$ cat src/pkg/loop_det_pkg.sv
// constants, types and register map of the loop detector output and fault logic
package loop_det_pkg;
  localparam int CLK_HZ = 125_000_000;
  localparam int MS_PER_S = 1000;
  localparam int MS_CYCLES = CLK_HZ / MS_PER_S;
  localparam int AUX_PULSE_MS = 250;
  localparam int ENTRY_DELAY_MS = 2000;
  localparam int FLASH_HALF_MS = 250;
  localparam int BROWN_SLOTS = 2000 / FLASH_HALF_MS;
  localparam int SEQ_GAP_SLOTS = 4;
  localparam int REBASE_MS = 2000;
  localparam int REVIEW_HOLD_MS = 2000;
  localparam int HOLD_MIN_MS = 300_000;
  localparam int HOLD_MAX_MS = 10_800_000;
  localparam int FREQ_SHOW_MS = 4000;
  localparam int REVIEW_SHOW_MS = 5000;
  localparam logic [7:0] CHANGE_LIMIT_PCT = 8'h19;
  localparam logic [3:0] SENSITIVITY_BUTTON_MAX = 4'h9;
  localparam logic [3:0] BOOST_STEPS = 4'h2;
  localparam logic [7:0] CTRL_OFS = 8'h00;
  localparam logic [7:0] STATUS_OFS = 8'h04;
  localparam int FAILSAFE_BIT = 0;
  localparam int AUXMODE_LSB = 1;
  localparam int DELAY_BIT = 3;
  localparam int PRESENCE_BIT = 4;
  localparam int BOOST_BIT = 5;
  localparam int SENSITIVITY_BUTTON_LSB = 8;
  localparam logic [11:0] CTRL_RST = 12'h401;
  localparam logic [1:0] RESP_OKAY = 2'h0;
  localparam logic [1:0] RESP_SLVERR = 2'h2;
  localparam logic [6:0] SEG_BLANK = 7'h00;
  localparam logic [6:0] SEG_D = 7'h5e;
  localparam logic [6:0] SEG_F = 7'h71;

  typedef enum logic [1:0] {AUX_FAULT = 2'h0, AUX_EXIT = 2'h1, AUX_DUP = 2'h2,
    AUX_ENTRY = 2'h3} aux_mode_t;
  typedef enum logic [1:0] {FLT_NONE = 2'h0, FLT_OPEN = 2'h1, FLT_SHORT = 2'h2,
    FLT_SHIFT = 2'h3} fault_t;
  typedef enum logic [3:0] {DET_IDLE = 4'h1, DET_DELAY = 4'h2, DET_ACTIVE = 4'h4,
    DET_EXPIRED = 4'h8} det_state_t;

  typedef struct packed {
    logic vehicle;
    logic faultOpen;
    logic faultShort;
    logic [7:0] shiftPct;
    logic [7:0] freqKhz;
    logic [3:0] strength;
  } loop_in_t;

  typedef struct packed {
    det_state_t det;
    logic [23:0] timer;
    logic [16:0] msCnt;
    logic [7:0] slotMs;
    logic [3:0] seqSlot;
    logic [2:0] freeSlot;
    logic [7:0] pulseMs;
    logic [10:0] btnMs;
    logic btnHeld;
    logic [11:0] rebaseMs;
    logic shiftFault;
    logic [12:0] showMs;
    logic showFreq;
    logic showReview;
    fault_t lastFault;
    logic loadPend;
    logic [11:0] ctrl;
    logic awHave;
    logic wHave;
    logic [7:0] awAddr;
    logic [31:0] wData;
    logic [3:0] wStrb;
    logic bValid;
    logic [1:0] bResp;
    logic rValid;
    logic [31:0] rData;
    logic [1:0] rResp;
    logic presence;
    logic aux;
    logic red;
    logic green;
    logic [6:0] seg;
    logic boost;
    logic [3:0] sensEff;
    logic rebase;
    logic nvWrite;
  } st_t;
endpackage : loop_det_pkg

$ cat src/rtl/loop_det_core.sv
// output, timing and fault indication logic of a single-channel loop detector
//
// Added by the designer: register access over AXI4-Lite and the register offsets.
`timescale 1ns/1ns
`default_nettype none
module loop_det_core
  import loop_det_pkg::*;
#(
  parameter int MS_CYC = MS_CYCLES,
  parameter int HOLD_MS = HOLD_MIN_MS
) (
  input wire logic clock, // 125 MHz system clock
  input wire logic srst, // synchronous reset, active high
  input wire logic [7:0] awaddr, // write address
  input wire logic awvalid, // write address valid
  output logic awready, // write address ready
  input wire logic [31:0] wdata, // write data
  input wire logic [3:0] wstrb, // write byte strobes
  input wire logic wvalid, // write data valid
  output logic wready, // write data ready
  output logic [1:0] bresp, // write response
  output logic bvalid, // write response valid
  input wire logic bready, // write response ready
  input wire logic [7:0] araddr, // read address
  input wire logic arvalid, // read address valid
  output logic arready, // read address ready
  output logic [31:0] rdata, // read data
  output logic [1:0] rresp, // read response
  output logic rvalid, // read data valid
  input wire logic rready, // read data ready
  input wire loop_in_t loopIn, // loop front end indications
  input wire fault_t nvFaultIn, // stored loop status from non-volatile memory
  input wire logic prevCallIn, // call was active before a short supply gap
  input wire logic brownOut, // supply insufficient
  input wire logic resetButton, // front reset button, high while pressed
  output logic presenceOut, // output A, presence
  output logic auxOut, // output B
  output logic auxInvOut, // output B inverted
  output logic redLed, // output indicator
  output logic greenLed, // power and fault indicator
  output logic [6:0] seg7, // display segments gfedcba
  output logic boostActive, // sensitivity boost in force
  output logic [3:0] sensEffective, // sensitivity level to the front end
  output logic rebaseReq, // pulse: adopt present inductance as reference
  output fault_t nvFaultOut, // loop status to store
  output logic nvWrite // pulse: store nvFaultOut
);
  st_t s;
  st_t n;
  fault_t faultNow;
  logic msTick;
  logic slotTick;
  logic [3:0] seqLen;
  logic seqOn;
  logic presNom;
  logic softRst;

  // segment pattern for one decimal digit
  function automatic logic [6:0] seg_digit(input logic [3:0] d);
    case (d)
      4'h0: seg_digit = 7'h3f;
      4'h1: seg_digit = 7'h06;
      4'h2: seg_digit = 7'h5b;
      4'h3: seg_digit = 7'h4f;
      4'h4: seg_digit = 7'h66;
      4'h5: seg_digit = 7'h6d;
      4'h6: seg_digit = 7'h7d;
      4'h7: seg_digit = 7'h07;
      4'h8: seg_digit = 7'h7f;
      4'h9: seg_digit = 7'h6f;
      default: seg_digit = SEG_BLANK;
    endcase
  endfunction : seg_digit

  // fault classification, open before short before shift
  assign faultNow = loopIn.faultOpen ? FLT_OPEN : loopIn.faultShort ? FLT_SHORT :
                    s.shiftFault ? FLT_SHIFT : FLT_NONE;
  assign msTick = (s.msCnt == 17'(MS_CYC - 1));
  assign slotTick = msTick && (s.slotMs == 8'(FLASH_HALF_MS - 1));
  // flash sequence: code flashes of one slot on, one off, then a gap
  assign seqLen = (faultNow != FLT_NONE) ? {1'b0, faultNow, 1'b0} : {1'b0, s.lastFault, 1'b0};
  assign seqOn = (s.seqSlot < seqLen) && !s.seqSlot[0];
  assign presNom = (s.det == DET_ACTIVE);
  assign softRst = s.btnHeld && !resetButton && (s.btnMs < 11'(REVIEW_HOLD_MS));

  // next-state logic
  always_comb begin
    n = s;
    n.rebase = 1'b0;
    n.nvWrite = 1'b0;
    // millisecond and flash slot dividers
    n.msCnt = msTick ? 17'h0 : s.msCnt + 17'h1;
    if (msTick) begin
      n.slotMs = slotTick ? 8'h0 : s.slotMs + 8'h1;
    end
    if (slotTick) begin
      n.freeSlot = s.freeSlot + 3'h1;
      n.seqSlot = (s.seqSlot >= seqLen + 4'(SEQ_GAP_SLOTS - 1)) ? 4'h0 : s.seqSlot + 4'h1;
    end
    // excessive change detection and re-reference after two seconds
    if (!s.shiftFault && loopIn.shiftPct > CHANGE_LIMIT_PCT) begin
      n.shiftFault = 1'b1;
      n.rebaseMs = 12'h0;
    end else if (s.shiftFault && msTick) begin
      if (s.rebaseMs == 12'(REBASE_MS - 1)) begin
        n.shiftFault = 1'b0;
        n.rebase = 1'b1;
      end else begin
        n.rebaseMs = s.rebaseMs + 12'h1;
      end
    end
    // aux pulse timer
    if (msTick && s.pulseMs != 8'h0) begin
      n.pulseMs = s.pulseMs - 8'h1;
    end
    // detector state machine
    if (msTick) begin
      n.timer = s.timer + 24'h1;
    end
    case (s.det)
      DET_IDLE: begin
        if (loopIn.vehicle) begin
          n.timer = 24'h0;
          if (s.ctrl[DELAY_BIT]) begin
            n.det = DET_DELAY;
          end else begin
            n.det = DET_ACTIVE;
          end
        end
      end
      DET_DELAY: begin
        if (!loopIn.vehicle) begin
          n.det = DET_IDLE;
        end else if (msTick && s.timer == 24'(ENTRY_DELAY_MS - 1)) begin
          n.det = DET_ACTIVE;
          n.timer = 24'h0;
        end
      end
      DET_ACTIVE: begin
        if (!loopIn.vehicle) begin
          n.det = DET_IDLE;
        end else if (s.ctrl[PRESENCE_BIT] && msTick && s.timer == 24'(HOLD_MS - 1)) begin
          n.det = DET_EXPIRED;
        end
      end
      DET_EXPIRED: begin
        if (!loopIn.vehicle) begin
          n.det = DET_IDLE;
        end
      end
      default: n.det = DET_IDLE;
    endcase
    // a call remembered across a short supply gap skips the entry delay
    if (s.loadPend) begin
      n.loadPend = 1'b0;
      n.lastFault = nvFaultIn;
      if (prevCallIn && loopIn.vehicle) begin
        n.det = DET_ACTIVE;
        n.timer = 24'h0;
      end
    end
    // aux pulses on entry and exit
    if (n.det == DET_ACTIVE && s.det != DET_ACTIVE && aux_mode_t'(s.ctrl[2:1]) == AUX_ENTRY) begin
      n.pulseMs = 8'(AUX_PULSE_MS);
    end
    if (n.det == DET_IDLE && (s.det == DET_ACTIVE || s.det == DET_EXPIRED) &&
        aux_mode_t'(s.ctrl[2:1]) == AUX_EXIT) begin
      n.pulseMs = 8'(AUX_PULSE_MS);
    end
    // reset button: short press resets, long hold reviews the stored fault
    n.btnHeld = resetButton;
    if (resetButton) begin
      if (!s.btnHeld) begin
        n.btnMs = 11'h0;
      end else if (msTick && s.btnMs < 11'(REVIEW_HOLD_MS)) begin
        n.btnMs = s.btnMs + 11'h1;
        if (s.btnMs == 11'(REVIEW_HOLD_MS - 1)) begin
          n.showReview = 1'b1;
          n.showFreq = 1'b0;
          n.showMs = 13'h0;
        end
      end
    end
    if (softRst) begin
      n.det = DET_IDLE;
      n.pulseMs = 8'h0;
      n.lastFault = FLT_NONE;
      n.showFreq = 1'b1;
      n.showReview = 1'b0;
      n.showMs = 13'h0;
      n.seqSlot = 4'h0;
    end
    if (msTick && (s.showFreq || s.showReview)) begin
      n.showMs = s.showMs + 13'h1;
      if (s.showFreq && s.showMs == 13'(FREQ_SHOW_MS - 1)) begin
        n.showFreq = 1'b0;
      end
      if (s.showReview && s.showMs == 13'(REVIEW_SHOW_MS - 1)) begin
        n.showReview = 1'b0;
      end
    end
    // a fault seen in the clearing cycle still gets stored
    if (faultNow != FLT_NONE) begin
      n.lastFault = faultNow;
    end
    n.nvWrite = (n.lastFault != s.lastFault);
    // outputs
    n.presence = (s.ctrl[FAILSAFE_BIT] && faultNow != FLT_NONE) ? 1'b1 : presNom;
    case (aux_mode_t'(s.ctrl[2:1]))
      AUX_FAULT: n.aux = (faultNow != FLT_NONE);
      AUX_DUP: n.aux = n.presence;
      default: n.aux = (s.pulseMs != 8'h0);
    endcase
    n.boost = s.ctrl[BOOST_BIT] && presNom;
    if (n.boost) begin
      n.sensEff = (s.ctrl[11:8] + BOOST_STEPS > SENSITIVITY_BUTTON_MAX) ? SENSITIVITY_BUTTON_MAX : s.ctrl[11:8] + BOOST_STEPS;
    end else begin
      n.sensEff = s.ctrl[11:8];
    end
    // indicators
    if (faultNow != FLT_NONE) begin
      n.red = seqOn;
    end else if (s.det == DET_DELAY) begin
      n.red = s.freeSlot[0];
    end else begin
      n.red = presNom;
    end
    if (faultNow != FLT_NONE || s.lastFault != FLT_NONE) begin
      n.green = seqOn;
    end else if (brownOut) begin
      n.green = (s.freeSlot == 3'(BROWN_SLOTS - 1));
    end else begin
      n.green = 1'b1;
    end
    // display, first and second character alternate every two slots
    if (s.showReview) begin
      n.seg = s.freeSlot[1] ? seg_digit({2'h0, s.lastFault}) : SEG_F;
    end else if (faultNow != FLT_NONE) begin
      n.seg = s.freeSlot[1] ? seg_digit({2'h0, faultNow}) : SEG_F;
    end else if (s.det == DET_DELAY) begin
      n.seg = SEG_D;
    end else if (s.showFreq) begin
      n.seg = s.freeSlot[1] ? seg_digit(4'(loopIn.freqKhz % 8'd10)) :
                              seg_digit(4'(loopIn.freqKhz / 8'd10));
    end else begin
      n.seg = seg_digit(loopIn.strength);
    end
    // register bus, write path
    if (awvalid && !s.awHave) begin
      n.awHave = 1'b1;
      n.awAddr = awaddr;
    end
    if (wvalid && !s.wHave) begin
      n.wHave = 1'b1;
      n.wData = wdata;
      n.wStrb = wstrb;
    end
    if (s.awHave && s.wHave && !s.bValid) begin
      n.awHave = 1'b0;
      n.wHave = 1'b0;
      n.bValid = 1'b1;
      n.bResp = RESP_OKAY;
      if (s.awAddr == CTRL_OFS) begin
        if (s.wStrb[0]) begin
          n.ctrl[7:0] = s.wData[7:0];
        end
        if (s.wStrb[1]) begin
          n.ctrl[11:8] = (s.wData[11:8] > SENSITIVITY_BUTTON_MAX) ? SENSITIVITY_BUTTON_MAX : s.wData[11:8];
        end
      end else if (s.awAddr != STATUS_OFS) begin
        n.bResp = RESP_SLVERR;
      end
    end
    if (s.bValid && bready) begin
      n.bValid = 1'b0;
    end
    // register bus, read path
    if (arvalid && !s.rValid) begin
      n.rValid = 1'b1;
      n.rResp = RESP_OKAY;
      n.rData = 32'h0;
      if (araddr == CTRL_OFS) begin
        n.rData = {20'h0, s.ctrl};
      end else if (araddr == STATUS_OFS) begin
        n.rData = {19'h0, s.boost, s.showFreq, s.showReview, s.lastFault, faultNow,
                   s.det, s.aux, s.presence};
      end else begin
        n.rResp = RESP_SLVERR;
      end
    end else if (s.rValid && rready) begin
      n.rValid = 1'b0;
    end
  end

  // state register
  always_ff @(posedge clock) begin
    if (srst) begin
      s <= '0;
      s.det <= DET_IDLE;
      s.lastFault <= FLT_NONE;
      s.loadPend <= 1'b1;
      s.showFreq <= 1'b1;
      s.ctrl <= CTRL_RST;
      s.sensEff <= CTRL_RST[11:8];
    end else begin
      s <= n;
    end
  end

  assign awready = !s.awHave;
  assign wready = !s.wHave;
  assign bvalid = s.bValid;
  assign bresp = s.bResp;
  assign arready = !s.rValid;
  assign rvalid = s.rValid;
  assign rdata = s.rData;
  assign rresp = s.rResp;
  assign presenceOut = s.presence;
  assign auxOut = s.aux;
  assign auxInvOut = !s.aux;
  assign redLed = s.red;
  assign greenLed = s.green;
  assign seg7 = s.seg;
  assign boostActive = s.boost;
  assign sensEffective = s.sensEff;
  assign rebaseReq = s.rebase;
  assign nvFaultOut = s.lastFault;
  assign nvWrite = s.nvWrite;
endmodule : loop_det_core
`default_nettype wire

$ cat config.mk
export PLATFORM = sky130hd
export DESIGN_NAME = loop_det_core
export DESIGN_NICKNAME = d
export VERILOG_FILES = /design/src/pkg/loop_det_pkg.sv /design/src/rtl/loop_det_core.sv
export SDC_FILE = /design/constraint.sdc
export NUM_CORES = 1
export LEC_CHECK = 0
export ABC_CLOCK_PERIOD_IN_PS = 7200
export BUFFER_PORTS_ARGS = -buffer_cell sky130_fd_sc_hd__buf_4
export CORE_ASPECT_RATIO = 0.5
export CORE_UTILIZATION = 62
export DETAILED_ROUTE_END_ITERATION = 10
export PLACE_DENSITY = 0.86
export SYNTH_ARGS = -nofsm -noshare
export SYNTH_HDL_FRONTEND = slang
export SYNTH_SLANG_ARGS = --single-unit
$ cat constraint.sdc
create_clock -name clock -period 7.2 [get_ports clock]
set_input_delay 2.16 -clock clock [delete_from_list [all_inputs] [get_ports clock]]
set_output_delay 2.16 -clock clock [all_outputs]
set_load 0.02 [all_outputs]
-- After elaboration in Yosys (flattened, before gate mapping)
Memory sizes are Yosys's and may differ from the RTL's.
Index checks and enable logic that the tools add are counted.
- output and inout bits: 62
- input port bits: 87
- memories: 3
- bits in registers: 203
- memory bits (read-only): 336
- logic and storage cells: 223
- memory list (memory ; words ; bits a word ; rd ports ; clocked after Yosys merged registers in ; wr ports ; line ; text):
    (no name shown) ; 16 ; 7 ; 1 ; 0 ; 0 ; loop_det_core.sv:60 ; case (d)
    (no name shown) ; 16 ; 7 ; 1 ; 0 ; 0 ; loop_det_core.sv:60 ;
    (no name shown) ; 16 ; 7 ; 1 ; 0 ; 0 ; loop_det_core.sv:60 ;
- muxes and demuxes: 64
- eq/ne operators: 29
- magnitude comparators: 6
- divide/modulo/power cells: 2
- reduce and logical (&&, ||, !) cells: 68
- bitwise logic cells: 2
- add/subtract/negate cells: 11
- operators by type and width (kind ; count):
    $mux W28 ; 4
    $mux W15 ; 5
    $pmux W7 S4 ; 2
    $mux W7 ; 7
    $mux W24 ; 2
    $pmux W24 S2 ; 1
    $mux W4 ; 8
    $mux W8 ; 4
    $logic_and A1 B1 Y1 ; 28
    $mux W13 ; 2
    $add A24 B1 Y24 const B ; 1
    $eq A24 B11 Y1 const B ; 1
    $eq A24 B19 Y1 const B ; 1
    $mux W11 ; 2
    $add A17 B1 Y17 const B ; 1
    $eq A17 B17 Y1 const B ; 1
    $mux W17 ; 1
    $logic_not A8 Y1 ; 2
    $mux W2 ; 8
    $pmux W4 S4 ; 1
    $reduce_bool A3 Y1 ; 5
    $add A13 B1 Y13 const B ; 1
    $eq A13 B12 Y1 const B ; 1
    $eq A13 B13 Y1 const B ; 1
    45 further kinds ; 92

-- Depth between registers and ports, before layout
- word-level depth: 13
- mapped depth: 17
- gate-level depth less buffers: 15

-- Least setup slack after synthesis
No wires, ideal clock.
- path kind: input -> register
- from: input port loopIn[8] (netlist name)
- to: register s, in the netlist seg7[0]
- required time: 7.088 ns
- path buffers: 2
- data arrival time: 4.749 ns
- setup slack: 2.339 ns
- setup time: 0.112 ns
- stages: 15
- cells stage by stage: buf_2 > nor2b_1 > nor4b_1 > a221oi_2 > nand2_2 > inv_2 > buf_4 > maj3_1 > nand2_1 > o311ai_1 > ha_1 > mux2_2 > o21ai_0 > o21ai_0 > a2111oi_1
- word-level cells in the longest chain between the ends: 7
- elaborated cells between the ends (all ways): 9
- those cells by class: 2 x div; 5 x mux; 2 x memory
- ends and longest elaborated chain (item ; line ; text):
    start, declared ; loop_det_core.sv:31 ; input wire loop_in_t loopIn,
    $div A8 B4 Y8 or $mod A8 B4 Y8 (tied branches) ; loop_det_core.sv:244, loop_det_core.sv:243 ;
    $mem_v2 Z16 W7 ; n/a ;
    $mux W7 * ; loop_det_core.sv:243 ; n.seg = s.freeSlot[1] ? seg_digit(4'(loopIn.freqKhz % 8'd10)) :
    $mux W7 * ; loop_det_core.sv:242 ; end else if (s.showFreq) begin
    $mux W7 * ; loop_det_core.sv:240 ; end else if (s.det == DET_DELAY) begin
    $mux W7 * ; loop_det_core.sv:238 ; end else if (faultNow != FLT_NONE) begin
    $mux W7 * ; loop_det_core.sv:236 ; if (s.showReview) begin
    end signal, assigned ; loop_det_core.sv:306 ; s <= n;
    end, declared ; loop_det_core.sv:48 ; st_t s;
Mark *: on every way between the ends. The rest lies on a longest branch, timed or not.
A chain may end at the register's enable or synchronous reset.

-- Worst setup path after layout
- from: input port loopIn[10] (netlist name)
- to: register s, in the netlist seg7[0]
Same word-level chain as after synthesis.

==> results.sh <==
export IMPL_drive_above_1_share_pct=14.1
export IMPL_fillCellCount=1123
export IMPL_design_core_area_um2=14900
export IMPL_post_route_period_util_pct=65.3
export IMPL_yosysSeqAreaShare_pct=37.4
export IMPL_worst_pin_slew_ns=1.03
export IMPL_p_leak_nw=4.29
export IMPL_maxCapViolations=0
export IMPL_route_met3_wl_um=1050
export IMPL_row_count=31
export IMPL_grt_pass1_vias=8053
export IMPL_cp_start_kind="primary input"
export IMPL_rsz0062_at_grt="false"
export IMPL_period_needed_ns=4.70
export IMPL_ios=149
export IMPL_drc=4
export IMPL_seq_area_um2=3640
export IMPL_reg2reg_depth=9
export IMPL_fmax_mhz=213
export IMPL_r2r_start="s[180]"
export IMPL_die_h_um=90.7
export IMPL_worst_hold_path_type="reg -> reg"
export IMPL_antenna_found_initial=0
export IMPL_cts_resized_gates=0
export IMPL_synth_top_area_cell="dfxtp_1"
export IMPL_ys_types=84
export IMPL_min_to="s[180]"
export IMPL_root_buffer="clkbuf_16"
export IMPL_synth_seq_cells=182
export IMPL_synthFlopType="dfxtp_1"
export IMPL_final_core_util_pct=72.9
export IMPL_r2r_end="s[207]"
export IMPL_cts_htree_levels=4
export IMPL_initial_core_util_pct=65.5
export IMPL_slew_viol_final=0
export IMPL_cts_tree="done"
export IMPL_n_antenna_cell=0
export IMPL_via_count=8543
export IMPL_insertion_delay_ns=0.43
export IMPL_hold_viol=0
export IMPL_synth_top_area_share_pct=37.4
export IMPL_top_layer_used="met4"
export IMPL_finalSetupViolations=0
export IMPL_ir_worst_vdd_mv=0.197
export IMPL_worst_setup_path_end_kind="flop"
export IMPL_crit_fanout=19
export IMPL_synth_cells=1202
export IMPL_dieWidth_um=179
export IMPL_grt_remaining_overflow=0
export IMPL_finalWirelength_um=22200
export IMPL_critPathKind="in -> reg"
export IMPL_dieArea_um2=16300
export IMPL_wl_per_cell_um=15.3
export IMPL_wl_met2_um=10800
export IMPL_syn_area_per_cell_um2=8.11
export IMPL_cts_setup_buffers=0
export IMPL_hpwlAfterDp_um=15400
export IMPL_synth_cell_area_um2=9750
export IMPL_ant_nets=0
export IMPL_ys_warn_count=0
export IMPL_grt_max_degree=73
export IMPL_place_port_buffers=104
export IMPL_multi_input_area_um2=5420
export IMPL_met1_length_um=9990
export IMPL_crit_arrival_ns=5.01
export IMPL_violations="design-rule violations"
export IMPL_finalNonFillerCells=1452
export IMPL_min_delay_start="s[180]"
export IMPL_yosys_top_cells_area="dfxtp_1 (37%), nor2_1 (6.7%), nand2_1 (4.4%)"
export IMPL_gp_congestion=0.871
export IMPL_slew_headroom_pct=31.0
export IMPL_synth_most_common_cell="dfxtp_1"
export IMPL_drt_iter0_markers=613
export IMPL_status="complete, but fails checks"
export IMPL_drt_vias_per_instance=5.88
export IMPL_cp_required_ns=7.51
export IMPL_hold_depth=1
export IMPL_nets=1360
export IMPL_synthTopCellsByCount="dfxtp_1 (182), nor2_1 (174), nand2_1 (114)"
export IMPL_cts_buffer_depth=2
export IMPL_r2r_setup_slack_ns=3.98
export IMPL_cts_made_buffers=17
export IMPL_drtPass1Iterations=10
export IMPL_synth_edf_count=0
export IMPL_finalSetupTns_ns=0
export IMPL_power_density_nw_per_um2=207
export IMPL_finClkSkew_ns=0.0130
export IMPL_holdBufCountCts=0
export IMPL_area_delta_synth_final_pct=11.4
export IMPL_grt_pass1_wl_um=37400
export IMPL_cts_sinks=182
export IMPL_whs_ns=0.447
export IMPL_clkTransAtPathRegs_ns=0.07
export IMPL_track_usage_pct=28.1
export IMPL_placed_cells=1420
export IMPL_async_reset_ff_share_pct=0
[kinds of logic (layout without fill, tap and decap cells)]
group	Yosys count	in the layout	synth area share (%)
AO/OA/AOI/OAI	208	208	13.6
XOR/XNOR	83	83	7.61
adder cells (fa/ha/maj)	33	33	4.21
buffers and inverters	147	179	7.92
flip-flops	182	182	37.4
multiplexers	32	32	3.43
other	1	21	0.0385
AND/OR/NAND/NOR	516	516	25.8
[routing by layer]
metal | GRT usage [%] | vias to the layer above
met5 | 0 | -
met4 | 8.26 | 0
met3 | 4.71 | 36
met2 | 48.0 | 261
met1 | 36.1 | 4058
li1 | - | 4188
[state kept, by name, indices dropped and copies added (netlist names), 2 cells and up]
| signal | flops |
|---|---|
| s | 145 |
| rdata | 13 |
| seg7 | 7 |
| sensEffective | 4 |
| nvFaultOut | 2 |
[critical path: stages]
cell and delay, ns:
buf_4 0.17, or3b_1 0.39, o32ai_1 0.12, a21oi_1 0.09, nand2_2 0.19, inv_2 0.16
maj3_1 0.37, nand2_1 0.07, o311ai_1 0.17, ha_1 0.26, mux2_2 0.26, o21ai_0 0.17
o21ai_0 0.10, a2111oi_1 0.31
[report_power, final]
group          switching, W  internal (W)
clock network      0.000412      0.000536
registers         0.0000162       0.00103
logic              0.000155      0.000103
[how the worst max path moves through the flow]
stage	startpoint	to	slack (ns)	cells past startpoint
after floorplan	loopIn[8]	seg7[0]	2.34	15
after global placement	loopIn[9]	seg7[0]	2.14	14
after detailed placement	loopIn[10]	seg7[0]	2.05	14
after CTS	loopIn[9]	seg7[0]	2.50	14
after global routing	loopIn[9]	seg7[0]	2.19	14
final	loopIn[10]	seg7[0]	2.50	14
[per-stage QoR]
step / setup slack, ns / instance area (um^2) / total power, W
after floorplan: 2.34 / 9820 / 0.00126
after global placement: 2.14 / 10300 / 0.00131
after detailed placement: 2.05 / 10300 / 0.00132
after CTS: 2.50 / 10900 / 0.00225
after global routing: 2.19 / 10900 / 0.00233
final: 2.50 / 10900 / 0.00225
[placed cells by master, fill, tap and decap left out, drive strengths merged, types with 5 or more instances in the layout]
master   count
a2111oi      5
xnor2       35
and2         9
nand3b       5
o211ai       5
a21oi       79
nor4b        5
a31oi       13
nand3       40
nor4        19
xor2        48
o21ai       44
mux2i       21
inv         43
or2          7
nand4       19
and3        18
a22oi       14
or3         12
nand2      115
dfxtp      182
nor2b       13
nand2b      12
clkbuf      20
mux2        11
ha          32
nor2       175
nor3        41
buf        107
clkinv       5
conb        21
nor3b        6
a211oi       5
[cell type report]
| cell class | count | share of cell area (%) |
|---|---|---|
| inverters | 40 | 1.38 |
| multi-input cells | 893 | 49.9 |
| well taps | 198 | 2.28 |
| repair buffers | 107 | 7.40 |
| clock inverters | 12 | 1.30 |
| clock buffers | 20 | 4.21 |
| flip-flops and latches | 182 | 33.6 |
Note: power is estimated with default switching activity, not from simulation.
